[src/rtl/gpr_pkg.sv]
// Purpose: shared constants, types and helpers for the general register file
//          and operand address formation.
// Assumes: one 40 MHz clock; a machine cycle is two clock periods.
// Notes:   words are 16 bits; multi-word values are most significant word first.
package gpr_pkg;

	localparam int GPR_COUNT = 16;
	localparam int WORD_W = 16;
	localparam int REG_IDX_W = 4;
	localparam int DISP_W = 8;
	localparam int SHORT_W = 4;
	localparam int OPND_W = 48;
	localparam int FIRST_OP_W = 32;
	localparam int EXP_W = 8;

	// special register numbers
	localparam logic [3:0] INDEX_NONE = 4'h0;
	localparam logic [3:0] DBL_IMPLIED_REG = 4'h0;
	localparam logic [3:0] SGL_IMPLIED_REG = 4'h2;
	localparam logic [3:0] BASE_REG_FIRST = 4'hc;
	localparam logic [3:0] STACK_REG = 4'hf;

	// timing
	localparam int CLK_HZ = 40_000_000;
	localparam int CLKS_PER_MC = 2;
	localparam int MMU_WAIT_DEFAULT = 1;

	// address space widths in bits of word address
	localparam logic [4:0] DIRECT_ADDR_BITS = 5'h10;
	localparam logic [4:0] MMU_A_ADDR_BITS = 5'h14;
	localparam logic [4:0] MMU_B_ADDR_BITS = 5'h17;
	localparam logic [4:0] MAX_MMU_UNITS = 5'h10;

	typedef enum logic [3:0] {
		MODE_REG,
		MODE_DIRECT,
		MODE_INDIRECT,
		MODE_IMM_LONG,
		MODE_SHORT_POS,
		MODE_SHORT_NEG,
		MODE_COUNTER_REL,
		MODE_BASE,
		MODE_BASE_INDEXED
	} addr_mode_type;

	typedef enum logic [1:0] {
		FMT_SINGLE,
		FMT_DOUBLE,
		FMT_EXT
	} data_fmt_type;

	// register number k places after r, wrapping past fifteen
	function automatic logic [3:0] wrap_reg(input logic [3:0] r, input logic [1:0] k);
		wrap_reg = r + {2'b00, k};
	endfunction

	// sixteen-bit address sum, carry discarded
	function automatic logic [15:0] ea_sum(input logic [15:0] a, input logic [15:0] b);
		ea_sum = a + b;
	endfunction

	// number of registers a format occupies
	function automatic logic [1:0] fmt_words(input data_fmt_type f);
		case (f)
			FMT_DOUBLE: fmt_words = 2'd2;
			FMT_EXT: fmt_words = 2'd3;
			default: fmt_words = 2'd1;
		endcase
	endfunction

endpackage

[src/rtl/gpr_file_operand_addressing.sv]
// Purpose: general register file with derived operand and address formation.
// Assumes: decoder and bus sequencer share clk_i; requests and acks are
//          sampled on machine cycle boundaries or clock edges as noted.
// Notes:   operands are left aligned, most significant word in bits 47:32.
module gpr_file_operand_addressing
	import gpr_pkg::*;
#(
	parameter int MMU_WAITS = MMU_WAIT_DEFAULT
)
(
	// clock and reset
	input wire logic clk_i,
	input wire logic rst_i,
	// operand request from the decoder
	input wire logic req_i,
	input wire addr_mode_type mode_i,
	input wire data_fmt_type fmt_i,
	input wire logic [3:0] reg_i,
	input wire logic [3:0] idx_i,
	input wire logic [1:0] base_sel_i,
	input wire logic [7:0] disp_i,
	input wire logic [3:0] short_i,
	input wire logic [15:0] postword_i,
	input wire logic [15:0] instruction_counter_i,
	// register write port
	input wire logic wr_en_i,
	input wire logic [3:0] wr_reg_i,
	input wire data_fmt_type wr_fmt_i,
	input wire logic [47:0] wr_data_i,
	// stack pointer adjust for multiple push and pop
	input wire logic sp_step_i,
	input wire logic sp_down_i,
	input wire logic [4:0] sp_count_i,
	// indirect word fetch from the bus sequencer
	input wire logic mem_ack_i,
	input wire logic [15:0] mem_data_i,
	// configuration
	input wire logic mode_b_i,
	input wire logic [4:0] mmu_count_i,
	// request status
	output logic busy_o,
	output logic done_o,
	output logic mc_phase_o,
	// derived operand and address
	output logic [15:0] ea_o,
	output logic [47:0] operand_o,
	output logic fetch_o,
	output logic [31:0] first_op_o,
	output logic [7:0] fp_exp_o,
	output logic [15:0] stack_ptr_o,
	// indirect fetch request
	output logic mem_rd_o,
	output logic [15:0] mem_addr_o,
	output logic ext_wait_o,
	// architectural configuration
	output logic fault_mask_en_o,
	output logic reload_regs_en_o,
	output logic [4:0] phys_addr_bits_o,
	output logic [4:0] mmu_units_o
);

	typedef enum logic [2:0] {
		ST_IDLE,
		ST_CALC,
		ST_STRETCH,
		ST_FETCH,
		ST_DONE
	} fsm_type;

	fsm_type state_ff;
	fsm_type nxt_state;

	logic mc_en_ff;
	logic [15:0] gpr_ff [GPR_COUNT];

	// latched request
	addr_mode_type mode_ff;
	data_fmt_type fmt_ff;
	logic [3:0] reg_ff;
	logic [3:0] idx_ff;
	logic [1:0] bsel_ff;
	logic [7:0] disp_ff;
	logic [3:0] short_ff;
	logic [15:0] post_ff;
	logic [15:0] ic_ff;

	logic [7:0] wait_cnt_ff;
	logic busy_ff;
	logic done_ff;
	logic [15:0] ea_ff;
	logic [47:0] operand_ff;
	logic fetch_ff;
	logic [31:0] first_op_ff;
	logic [7:0] fp_exp_ff;
	logic [15:0] stack_ptr_ff;
	logic mem_rd_ff;
	logic ext_wait_ff;
	logic fault_mask_en_ff;
	logic reload_regs_en_ff;
	logic [4:0] phys_bits_ff;
	logic [4:0] mmu_units_ff;

	logic [3:0] base_reg;
	logic [15:0] idx_val;
	logic [15:0] base_val;
	logic [15:0] ea_calc;
	logic [15:0] imm_calc;
	logic [15:0] rd_w0;
	logic [15:0] rd_w1;
	logic [15:0] rd_w2;
	logic [47:0] reg_opnd;
	logic mmu_on;

	// machine cycle enable, one clock in two
	always_ff @(posedge clk_i or posedge rst_i)
	begin
		if (rst_i)
			mc_en_ff <= 1'b0;
		else
			mc_en_ff <= ~mc_en_ff;
	end

	// register reads for the current request
	assign base_reg = BASE_REG_FIRST + {2'b00, bsel_ff};
	assign idx_val = gpr_ff[idx_ff];
	assign base_val = gpr_ff[base_reg];
	assign rd_w0 = gpr_ff[reg_ff];
	assign rd_w1 = gpr_ff[wrap_reg(reg_ff, 2'd1)];
	assign rd_w2 = gpr_ff[wrap_reg(reg_ff, 2'd2)];
	assign mmu_on = (mmu_count_i != 5'h00);

	// assemble a register operand of one, two or three words
	always_comb
	begin
		case (fmt_ff)
			FMT_DOUBLE: reg_opnd = {rd_w0, rd_w1, 16'h0000};
			FMT_EXT: reg_opnd = {rd_w0, rd_w1, rd_w2};
			default: reg_opnd = {rd_w0, 32'h0000_0000};
		endcase
	end

	// address and immediate arithmetic
	operand_address_unit u_addr (
		.mode_i(mode_ff),
		.idx_i(idx_ff),
		.disp_i(disp_ff),
		.short_i(short_ff),
		.postword_i(post_ff),
		.icount_i(ic_ff),
		.idx_val_i(idx_val),
		.base_val_i(base_val),
		.ea_o(ea_calc),
		.imm_o(imm_calc)
	);

	// next state
	always_comb
	begin
		nxt_state = state_ff;
		case (state_ff)
			ST_IDLE:
				if (mc_en_ff && req_i)
					nxt_state = ST_CALC;
			ST_CALC:
				if (mc_en_ff)
				begin
					if (mode_ff == MODE_INDIRECT && mmu_on)
						nxt_state = ST_STRETCH;
					else if (mode_ff == MODE_INDIRECT)
						nxt_state = ST_FETCH;
					else
						nxt_state = ST_DONE;
				end
			ST_STRETCH:
				if (mc_en_ff && wait_cnt_ff <= 8'd1)
					nxt_state = ST_FETCH;
			ST_FETCH:
				if (mem_ack_i)
					nxt_state = ST_DONE;
			ST_DONE:
				nxt_state = ST_IDLE;
			default:
				nxt_state = ST_IDLE;
		endcase
	end

	// state register
	always_ff @(posedge clk_i or posedge rst_i)
	begin
		if (rst_i)
			state_ff <= ST_IDLE;
		else
			state_ff <= nxt_state;
	end

	// request capture on a machine cycle boundary
	always_ff @(posedge clk_i or posedge rst_i)
	begin
		if (rst_i)
		begin
			mode_ff <= MODE_REG;
			fmt_ff <= FMT_SINGLE;
			reg_ff <= 4'h0;
			idx_ff <= 4'h0;
			bsel_ff <= 2'h0;
			disp_ff <= 8'h00;
			short_ff <= 4'h0;
			post_ff <= 16'h0000;
			ic_ff <= 16'h0000;
		end
		else if (state_ff == ST_IDLE && mc_en_ff && req_i)
		begin
			mode_ff <= mode_i;
			fmt_ff <= fmt_i;
			reg_ff <= reg_i;
			idx_ff <= idx_i;
			bsel_ff <= base_sel_i;
			disp_ff <= disp_i;
			short_ff <= short_i;
			post_ff <= postword_i;
			ic_ff <= instruction_counter_i;
		end
	end

	// wait state counter for expanded address formation
	always_ff @(posedge clk_i or posedge rst_i)
	begin
		if (rst_i)
			wait_cnt_ff <= 8'h00;
		else if (state_ff == ST_CALC)
			wait_cnt_ff <= 8'(MMU_WAITS);
		else if (state_ff == ST_STRETCH && mc_en_ff && wait_cnt_ff != 8'h00)
			wait_cnt_ff <= wait_cnt_ff - 8'h01;
	end

	// effective address: calculated, then replaced by the indirect word
	always_ff @(posedge clk_i or posedge rst_i)
	begin
		if (rst_i)
			ea_ff <= 16'h0000;
		else if (state_ff == ST_CALC && mc_en_ff)
			ea_ff <= ea_calc;
		else if (state_ff == ST_FETCH && mem_ack_i)
			ea_ff <= mem_data_i;
	end

	// derived operand and fetch flag
	always_ff @(posedge clk_i or posedge rst_i)
	begin
		if (rst_i)
		begin
			operand_ff <= 48'h0;
			fetch_ff <= 1'b0;
			fp_exp_ff <= 8'h00;
		end
		else if (state_ff == ST_CALC && mc_en_ff)
		begin
			case (mode_ff)
				MODE_REG: operand_ff <= reg_opnd;
				MODE_IMM_LONG,
				MODE_SHORT_POS,
				MODE_SHORT_NEG: operand_ff <= {imm_calc, 32'h0000_0000};
				default: operand_ff <= 48'h0;
			endcase
			fetch_ff <= (mode_ff == MODE_DIRECT || mode_ff == MODE_INDIRECT ||
				mode_ff == MODE_BASE || mode_ff == MODE_BASE_INDEXED);
			// float exponent sits in the low byte of the second word
			fp_exp_ff <= (mode_ff == MODE_REG && fmt_ff != FMT_SINGLE) ?
				rd_w1[EXP_W-1:0] : 8'h00;
		end
	end

	// implied first operand for base relative modes
	always_ff @(posedge clk_i or posedge rst_i)
	begin
		if (rst_i)
			first_op_ff <= 32'h0000_0000;
		else if (state_ff == ST_CALC && mc_en_ff)
		begin
			if (mode_ff != MODE_BASE && mode_ff != MODE_BASE_INDEXED)
				first_op_ff <= 32'h0000_0000;
			else if (fmt_ff == FMT_DOUBLE)
				first_op_ff <= {gpr_ff[DBL_IMPLIED_REG],
					gpr_ff[wrap_reg(DBL_IMPLIED_REG, 2'd1)]};
			else
				first_op_ff <= {gpr_ff[SGL_IMPLIED_REG], 16'h0000};
		end
	end

	// indirect fetch request and wait indication
	always_ff @(posedge clk_i or posedge rst_i)
	begin
		if (rst_i)
		begin
			mem_rd_ff <= 1'b0;
			ext_wait_ff <= 1'b0;
		end
		else
		begin
			mem_rd_ff <= (nxt_state == ST_FETCH) && !(state_ff == ST_FETCH && mem_ack_i);
			ext_wait_ff <= (nxt_state == ST_STRETCH);
		end
	end

	// status
	always_ff @(posedge clk_i or posedge rst_i)
	begin
		if (rst_i)
		begin
			busy_ff <= 1'b0;
			done_ff <= 1'b0;
		end
		else
		begin
			busy_ff <= (nxt_state != ST_IDLE) && (nxt_state != ST_DONE);
			done_ff <= (nxt_state == ST_DONE);
		end
	end

	// register file writes; a write to R15 beats a stack step
	always_ff @(posedge clk_i or posedge rst_i)
	begin
		if (rst_i)
		begin
			for (int i = 0; i < GPR_COUNT; i++)
				gpr_ff[i] <= 16'h0000;
		end
		else if (mc_en_ff)
		begin
			if (sp_step_i)
			begin
				if (sp_down_i)
					gpr_ff[STACK_REG] <= ea_sum(gpr_ff[STACK_REG],
						16'h0000 - {11'h000, sp_count_i});
				else
					gpr_ff[STACK_REG] <= ea_sum(gpr_ff[STACK_REG],
						{11'h000, sp_count_i});
			end
			if (wr_en_i)
			begin
				for (int k = 0; k < 3; k++)
				begin
					if (2'(k) < fmt_words(wr_fmt_i))
						gpr_ff[wrap_reg(wr_reg_i, 2'(k))] <=
							wr_data_i[47 - 16*k -: 16];
				end
			end
		end
	end

	// stack pointer view
	always_ff @(posedge clk_i or posedge rst_i)
	begin
		if (rst_i)
			stack_ptr_ff <= 16'h0000;
		else
			stack_ptr_ff <= gpr_ff[STACK_REG];
	end

	// architectural configuration from mode and MMU count
	always_ff @(posedge clk_i or posedge rst_i)
	begin
		if (rst_i)
		begin
			fault_mask_en_ff <= 1'b0;
			reload_regs_en_ff <= 1'b0;
			phys_bits_ff <= DIRECT_ADDR_BITS;
			mmu_units_ff <= 5'h00;
		end
		else
		begin
			fault_mask_en_ff <= mode_b_i;
			reload_regs_en_ff <= mode_b_i;
			if (!mmu_on)
				phys_bits_ff <= DIRECT_ADDR_BITS;
			else if (mode_b_i)
				phys_bits_ff <= MMU_B_ADDR_BITS;
			else
				phys_bits_ff <= MMU_A_ADDR_BITS;
			mmu_units_ff <= (mmu_count_i > MAX_MMU_UNITS) ?
				MAX_MMU_UNITS : mmu_count_i;
		end
	end

	// outputs straight from flops
	assign busy_o = busy_ff;
	assign done_o = done_ff;
	assign mc_phase_o = mc_en_ff;
	assign ea_o = ea_ff;
	assign operand_o = operand_ff;
	assign fetch_o = fetch_ff;
	assign first_op_o = first_op_ff;
	assign fp_exp_o = fp_exp_ff;
	assign stack_ptr_o = stack_ptr_ff;
	assign mem_rd_o = mem_rd_ff;
	assign mem_addr_o = ea_ff;
	assign ext_wait_o = ext_wait_ff;
	assign fault_mask_en_o = fault_mask_en_ff;
	assign reload_regs_en_o = reload_regs_en_ff;
	assign phys_addr_bits_o = phys_bits_ff;
	assign mmu_units_o = mmu_units_ff;

endmodule

[src/rtl/operand_address_unit.sv]
// Purpose: combinational effective address and immediate operand former.
// Assumes: register values already read by the caller.
// Notes:   all sums wrap at sixteen bits.
module operand_address_unit
	import gpr_pkg::*;
(
	// instruction fields
	input wire addr_mode_type mode_i,
	input wire logic [3:0] idx_i,
	input wire logic [7:0] disp_i,
	input wire logic [3:0] short_i,
	input wire logic [15:0] postword_i,
	input wire logic [15:0] icount_i,
	// register values
	input wire logic [15:0] idx_val_i,
	input wire logic [15:0] base_val_i,
	// results
	output logic [15:0] ea_o,
	output logic [15:0] imm_o
);

	logic [15:0] idx_add;
	logic [15:0] post_idx;
	logic [15:0] disp_sext;
	logic [15:0] short_mag;

	// zero in the index field selects the unindexed form
	assign idx_add = (idx_i != INDEX_NONE) ? idx_val_i : 16'h0000;
	assign post_idx = ea_sum(postword_i, idx_add);
	assign disp_sext = {{8{disp_i[7]}}, disp_i};
	assign short_mag = {12'h000, short_i} + 16'h0001;

	// address per mode
	always_comb
	begin
		case (mode_i)
			MODE_DIRECT: ea_o = post_idx;
			MODE_INDIRECT: ea_o = post_idx;
			MODE_COUNTER_REL: ea_o = ea_sum(icount_i, disp_sext);
			MODE_BASE: ea_o = ea_sum(base_val_i, {8'h00, disp_i});
			MODE_BASE_INDEXED: ea_o = ea_sum(base_val_i, idx_add);
			default: ea_o = 16'h0000;
		endcase
	end

	// immediate operand per mode
	always_comb
	begin
		case (mode_i)
			MODE_IMM_LONG: imm_o = post_idx;
			MODE_SHORT_POS: imm_o = short_mag;
			MODE_SHORT_NEG: imm_o = 16'h0000 - short_mag;
			default: imm_o = 16'h0000;
		endcase
	end

endmodule
[config.mk]
export PLATFORM = sky130hd
export DESIGN_NAME = gpr_file_operand_addressing
export DESIGN_NICKNAME = d
export VERILOG_FILES = /design/src/rtl/gpr_pkg.sv /design/src/rtl/gpr_file_operand_addressing.sv /design/src/rtl/operand_address_unit.sv
export SDC_FILE = /design/constraint.sdc
export NUM_CORES = 2
export LEC_CHECK = 0
export ABC_AREA = 0
export BUFFER_PORTS_ARGS = -buffer_cell sky130_fd_sc_hd__buf_4
export CAP_MARGIN = 15
export CORE_MARGIN = 8
export CORE_UTILIZATION = 40
export CTS_CLUSTER_DIAMETER = 50
export DETAILED_ROUTE_END_ITERATION = 7
export PLACE_DENSITY = 0.57
export SETUP_SLACK_MARGIN = 0.5
export SLEW_MARGIN = 20
export SYNTH_ARGS = -nofsm -noshare
export SYNTH_HDL_FRONTEND = slang
export SYNTH_HIERARCHICAL = 1
export SYNTH_SLANG_ARGS = --single-unit
[constraint.sdc]
create_clock -name clk_i -period 18.65 [get_ports clk_i]
set_clock_uncertainty 0.15 [all_clocks]
set_input_delay 0 -clock clk_i [delete_from_list [all_inputs] [get_ports clk_i]]
set_output_delay 0 -clock clk_i [all_outputs]
set_load 0.005 [all_outputs]
# Word level (Yosys, flattened, before mapping)
# Index checks and enable logic that the tools add are counted.
# W data, S select, Z words.
# word_totals
output_inout_bits	154
reg_bits	464
elab_cells	194
in_bits	148
# classes
muxes	60
eq_ne	21
n_reduce_logical	32
n_bitwise	9
order_cmp	16
n_addsub	15
# op_table
operator	count
$mux W256	7
$bwmux W256	3
$bmux W16 S4	5
$mux W16	20
$demux W16 S4	3
$pmux W48 S2	1
$add A16 B16 Y16	4
$mux W32	2
$pmux W16 S4	1
$pmux W32 S2	1
$pmux W16 S3	1
$ge A5 B5 Y1 const B	8
$not A4 Y5	8
$mux W8	3
$mux W3	7
$add A16 B5 Y16	1
$add A16 B8 Y16	1
$eq A4 B3 Y1 const B	4
$logic_and A1 B1 Y1	16
$sub A1 B16 Y16 const A	1
$lt A5 B1 Y1 const B	3
$eq A3 B2 Y1 const B	4
$pmux W3 S4	1
$add A4 B1 Y4 const B	2
other kinds (35)	46

# Depth between registers and ports, before layout
# depth
ltp_word	16
ltp_mapped	17
ltp_nobuf	15

# Modules after synthesis
# Netlist, hierarchy kept.
# by_module_without_submodules
mod	cells_each	seq_area_each_um2	instances	area_each_um2
gpr_file_operand_addressing	3401	11536.1	1	34250.3
operand_address_unit	392	0.0	1	2886.5

# Worst setup path before layout
# Ideal clock, no wire load.
# synth_timing
path_type	reg-to-reg
from	reg idx_ff[0]
to	reg ea_ff[10], in the netlist ea_o[10]
synth_period_minus_slack_ps	4495
setup_time_ps	133
path_buffers	2
path_stages_with_launch	18
path_slack_ps	14155
arrival_time_ps	4212
required_ps	18367
cell_sequence	dfrtp_1 -> buf_2 -> buf_2 -> mux4_2 -> mux4_2 -> and2_1 -> mux2_2 -> ha_1 -> fa_1 -> a211oi_1 -> o21bai_1 -> a21o_1 -> a21oi_1 -> xor2_1 -> nor2_1 -> a221o_1 -> nand2_1 -> o21ai_0
# synth_via
elab_chain_cells	8
word_cells_on_any_way	10
cone_classes	add/sub: 2; mux: 6; bitwise: 1; reduce/logical: 1
# synth_rtl
item	line_no	text
start: declaration	gpr_file_operand_addressing.sv:80	logic [3:0] idx_ff;
start signal: assignment	gpr_file_operand_addressing.sv:216	idx_ff <= idx_i;
$not A4 Y5 (not written as such) (*)	gpr_file_operand_addressing.sv:125	assign idx_val = gpr_ff[idx_ff];
$bmux W16 S4 (*)	gpr_file_operand_addressing.sv:125	
$mux W16 (not written as such) (*) (2 in series)	gpr_file_operand_addressing.sv:125	
named net idx_val[0]	gpr_file_operand_addressing.sv:104	logic [15:0] idx_val;
$mux W16 (*)	operand_address_unit.sv:28	assign idx_add = (idx_i != INDEX_NONE) ? idx_val_i : 16'h0000;
$add A16 B16 Y16	gpr_pkg.sv:59	ea_sum = a + b;
$pmux W16 S4 (*)	operand_address_unit.sv:36	case (mode_i)
named net ea_calc[10]	gpr_file_operand_addressing.sv:106	logic [15:0] ea_calc;
$mux W16 (*)	gpr_file_operand_addressing.sv:241	else if (state_ff == ST_CALC && mc_en_ff)
end signal: assignment	gpr_file_operand_addressing.sv:242	ea_ff <= ea_calc;
end signal: assignment	gpr_file_operand_addressing.sv:244	ea_ff <= mem_data_i;
end: declaration	gpr_file_operand_addressing.sv:90	logic [15:0] ea_ff;
# The timed path passes the listed nets; every way through them passes the cells marked *. The select of a mux whose other input is x is not followed.
# A chain may end at the register's enable or synchronous reset.

# Worst setup path after layout
# Ends and elaborated chain as after synthesis.

==> run_results.csv <==
group,metric,value,unit
power_and_ir_drop,p_leak,0.0193,uW
place,placed_area,39900,um2
detailed_routing,wl_per_cell,30.0,um
clock_network,clkSinkCount,461,
final_layout,drive_gt1_share,23.4,%
final_layout,ff_latch_area,11500,um2
final_layout,nFillCells,8321,
synthesis,syn_avg_cell_area,9.79,um2
grt,grt_max_degree,231,
sta,finalSetupTns,0,ns
synthesis,synth_seq_cells,461,
grt,grt_pass1_vias,32900,
floorplanning,start_util,40.5,%
clock_network,cts_hold_buffers,246,
synthesis,synth.distinct_cells,84,
power_and_ir_drop,peakVddDrop,144,uV
clock_network,clock_path_buffers,3,
clock_network,numCtsBuffers,68,
final_layout,final_common_cell,"dfrtp_1",
floorplanning,die_width,321,um
floorplanning,io_pins,302,
synthesis,syn-cell-area,37100,um2
floorplanning,die_area,103000,um2
hold_path,hp-start,"postword_i[7]",
sta,fmax,179,MHz
grt,antenna_found_initial,4,
final_layout,multi_input_area,23800,um2
setup_path,critPathMaxFanout,37,
setup_path,r2r_cells,16,
sta,setup_violations,0,
final_layout,finalInstanceArea,44800,um2
clock_network,cts_setup_buffers,0,
place,dpl.hpwl,108000,um
hold_path,worstHoldPathType,"input port to flop",
detailed_routing,drc,0,
clock_network,cts.htree.levels,3,
clock_network,cts_resized,0,
final_layout,area_growth,20.6,%
place,routabilityCongestion,0.958,
synthesis,ys_seq_area_share,31.1,%
power_and_ir_drop,power,7280,uW
synthesis,synth_edf_count,0,
sta,slew_headroom,20.6,%
synthesis,postSynthCellCount,3793,
clock_network,root_buffer,"clkbuf_16",
sta,finalHoldViolCount,0,
power_and_ir_drop,p_per_area,163,nW/um2
synthesis,async_flop_share,100,%
setup_path,crit_arrival,5.92,ns
hold_path,worstHoldPathCells,3,
setup_path,cp-end-kind,"flop",
hold_path,hold_path_end,"post_ff[7]",
grt,grt_overflow,0,
clock_network,cts_tree,"yes",
job,maxCapViolations,0,
setup_path,cp.required,18.98,ns
detailed_routing,ant_nets,0,
synthesis,synth_flop_cell,"dfrtp_1",
setup_path,reg2reg_slack,13.06,ns
setup_path,crit_type,"flop to flop",
detailed_routing,drt_iter0_markers,4471,
detailed_routing,routed_wl,161000,um
status,status,"finished, final reports clean",
detailed_routing,dr.pass1.iters,6,
floorplanning,core_area,91800,um2
sta,fin_crit_sh,30.0,%
setup_path,rr_startpoint,"idx_ff[0]",
clock_network,path_clk_slew,0.05,ns
final_layout,layout.nets,4298,
synthesis,syn_nets,4017,
grt,grt_first_pass_wirelength,234000,um
detailed_routing,drt-vias-per-instance,6.39,
sta,slew_viol_final,0,
sta,finalCriticalPeriod,5.59,ns
clock_network,clk_latency,0.65,ns
synthesis,yosysWarnings,6,
setup_path,r2r_end,"ea_o[10]",
sta,max_slew.worst_pin.slew,1.19,ns
final_layout,fin_cells,5371,
sta,rsz0062_at_grt,"no",
final_layout,mostFrequentLayoutCells,"dfrtp_1, nand2_1, buf_4",
floorplanning,die_h,321,um
detailed_routing,vias,34300,
grt,grt_usage,30.4,%
place,dp.cells,5001,
sta,whs,0.0162,ns
setup_path,start_kind,"flop",
floorplanning,row_count,111,
place,io_buffer_count,299,
-- cell type report --
type,instances,share of cell area [%]
Tap cell,1243,3.47
Antenna cell,1,0.00559
Sequential cell,461,25.8
Clock buffer,78,3.97
Clock inverter,45,1.47
Inverter,41,0.361
Timing Repair Buffer,618,11.8
Multi-Input combinational cell,2884,53.2
-- power breakdown --
part | leakage, uW | internal, uW | switching, uW
Clock | 0.00116 | 856 | 554
Combinational | 0.0122 | 1910 | 2260
Sequential | 0.00595 | 1250 | 456
Total | 0.0193 | 4010 | 3270
-- worst max-delay path, cell delays in order (launching register included) --
cell and delay (ns):
dfrtp_4 0.81, buf_4 0.72, mux4_2 0.59, mux4_2 0.47, and2_1 0.18, mux2_2 0.27, ha_1 0.23, fa_1 0.47
a211oi_1 0.27, o21bai_1 0.15, a21o_1 0.22, a21oi_1 0.23, xor2_1 0.18, nor2_1 0.05, a221o_1 0.27, nand2_1 0.05
o21ai_0 0.08
-- per-stage QoR --
stage | util (%) | setup slack (ns)
final | 48.8 | 13.06
after global routing | 48.8 | 12.70
after floorplan | - | 5.65
after detailed placement | 43.4 | 13.04
after global placement | 43.4 | 13.09
after CTS | 48.8 | 13.02
-- flip-flops by register name, summed over array words and instances, names as in the netlist, 16 cells and up --
| signal | cells |
|---|---|
| first_op_o | 32 |
| ea_o | 16 |
| post_ff | 16 |
| operand_o | 48 |
| ic_ff | 16 |
| gpr_ff | 256 |
| stack_ptr_o | 16 |
-- synth_stat cells, types with 10 or more instances --
library cell | count | area, um2
o22ai_1 | 10 | 62.6
nand3_1 | 27 | 135
ha_1 | 72 | 901
mux4_2 | 328 | 7390
and2_1 | 19 | 119
nor2b_1 | 35 | 219
o21ai_1 | 228 | 1140
a22oi_1 | 10 | 75.1
nand2b_1 | 13 | 81.3
inv_1 | 41 | 154
o21ai_0 | 165 | 826
xor2_1 | 34 | 298
a21o_1 | 18 | 135
buf_1 | 33 | 124
buf_2 | 58 | 290
a31oi_1 | 12 | 75.1
mux2_2 | 69 | 777
buf_4 | 25 | 188
and3_1 | 13 | 81.3
nor3_1 | 24 | 120
clkbuf_1 | 279 | 1050
dfrtp_1 | 461 | 11500
o211ai_1 | 10 | 75.1
nand2_1 | 394 | 1480
a22o_1 | 33 | 289
xnor2_1 | 35 | 307
a21oi_1 | 313 | 1570
a211oi_1 | 254 | 1910
o21a_1 | 10 | 75.1
mux2i_1 | 295 | 2950
nor2_1 | 319 | 1200
-- per-layer routing --
| metal | share of wire, % | GRT usage, % | wire length, um | vias to the layer above |
|---|---|---|---|---|
| met5 | 0.017 | 0 | 27 | - |
| met4 | 6.6 | 17.1 | 10700 | 4 |
| met3 | 11 | 9.31 | 18200 | 503 |
| met2 | 44 | 46.4 | 71100 | 2053 |
| met1 | 38 | 38.2 | 60800 | 16900 |
| li1 | - | - | - | 14800 |
-- kinds of logic after synthesis --
group / synth area share, %
AO/OA/AOI/OAI: 18.9
XOR/XNOR: 1.80
adder cells (fa/ha/maj): 2.64
buffers and inverters: 5.28
flip-flops: 31.1
multiplexers: 29.9
other: 0.0202
AND/OR/NAND/NOR: 10.3
-- worst max-delay path by stage --
| stage | start | endpoint | slack, ns | cells after the start |
|---|---|---|---|---|
| after floorplan | rst_i | bsel_ff[0] | 5.65 | 1 |
| after global placement | idx_ff[0] | ea_o[10] | 13.09 | 16 |
| after detailed placement | idx_ff[0] | ea_o[10] | 13.04 | 16 |
| after CTS | idx_ff[0] | ea_o[10] | 13.02 | 16 |
| after global routing | idx_ff[0] | ea_o[10] | 12.70 | 16 |
| final | idx_ff[0] | ea_o[10] | 13.06 | 16 |
No activity file was read; power rests on OpenSTA's default activity.
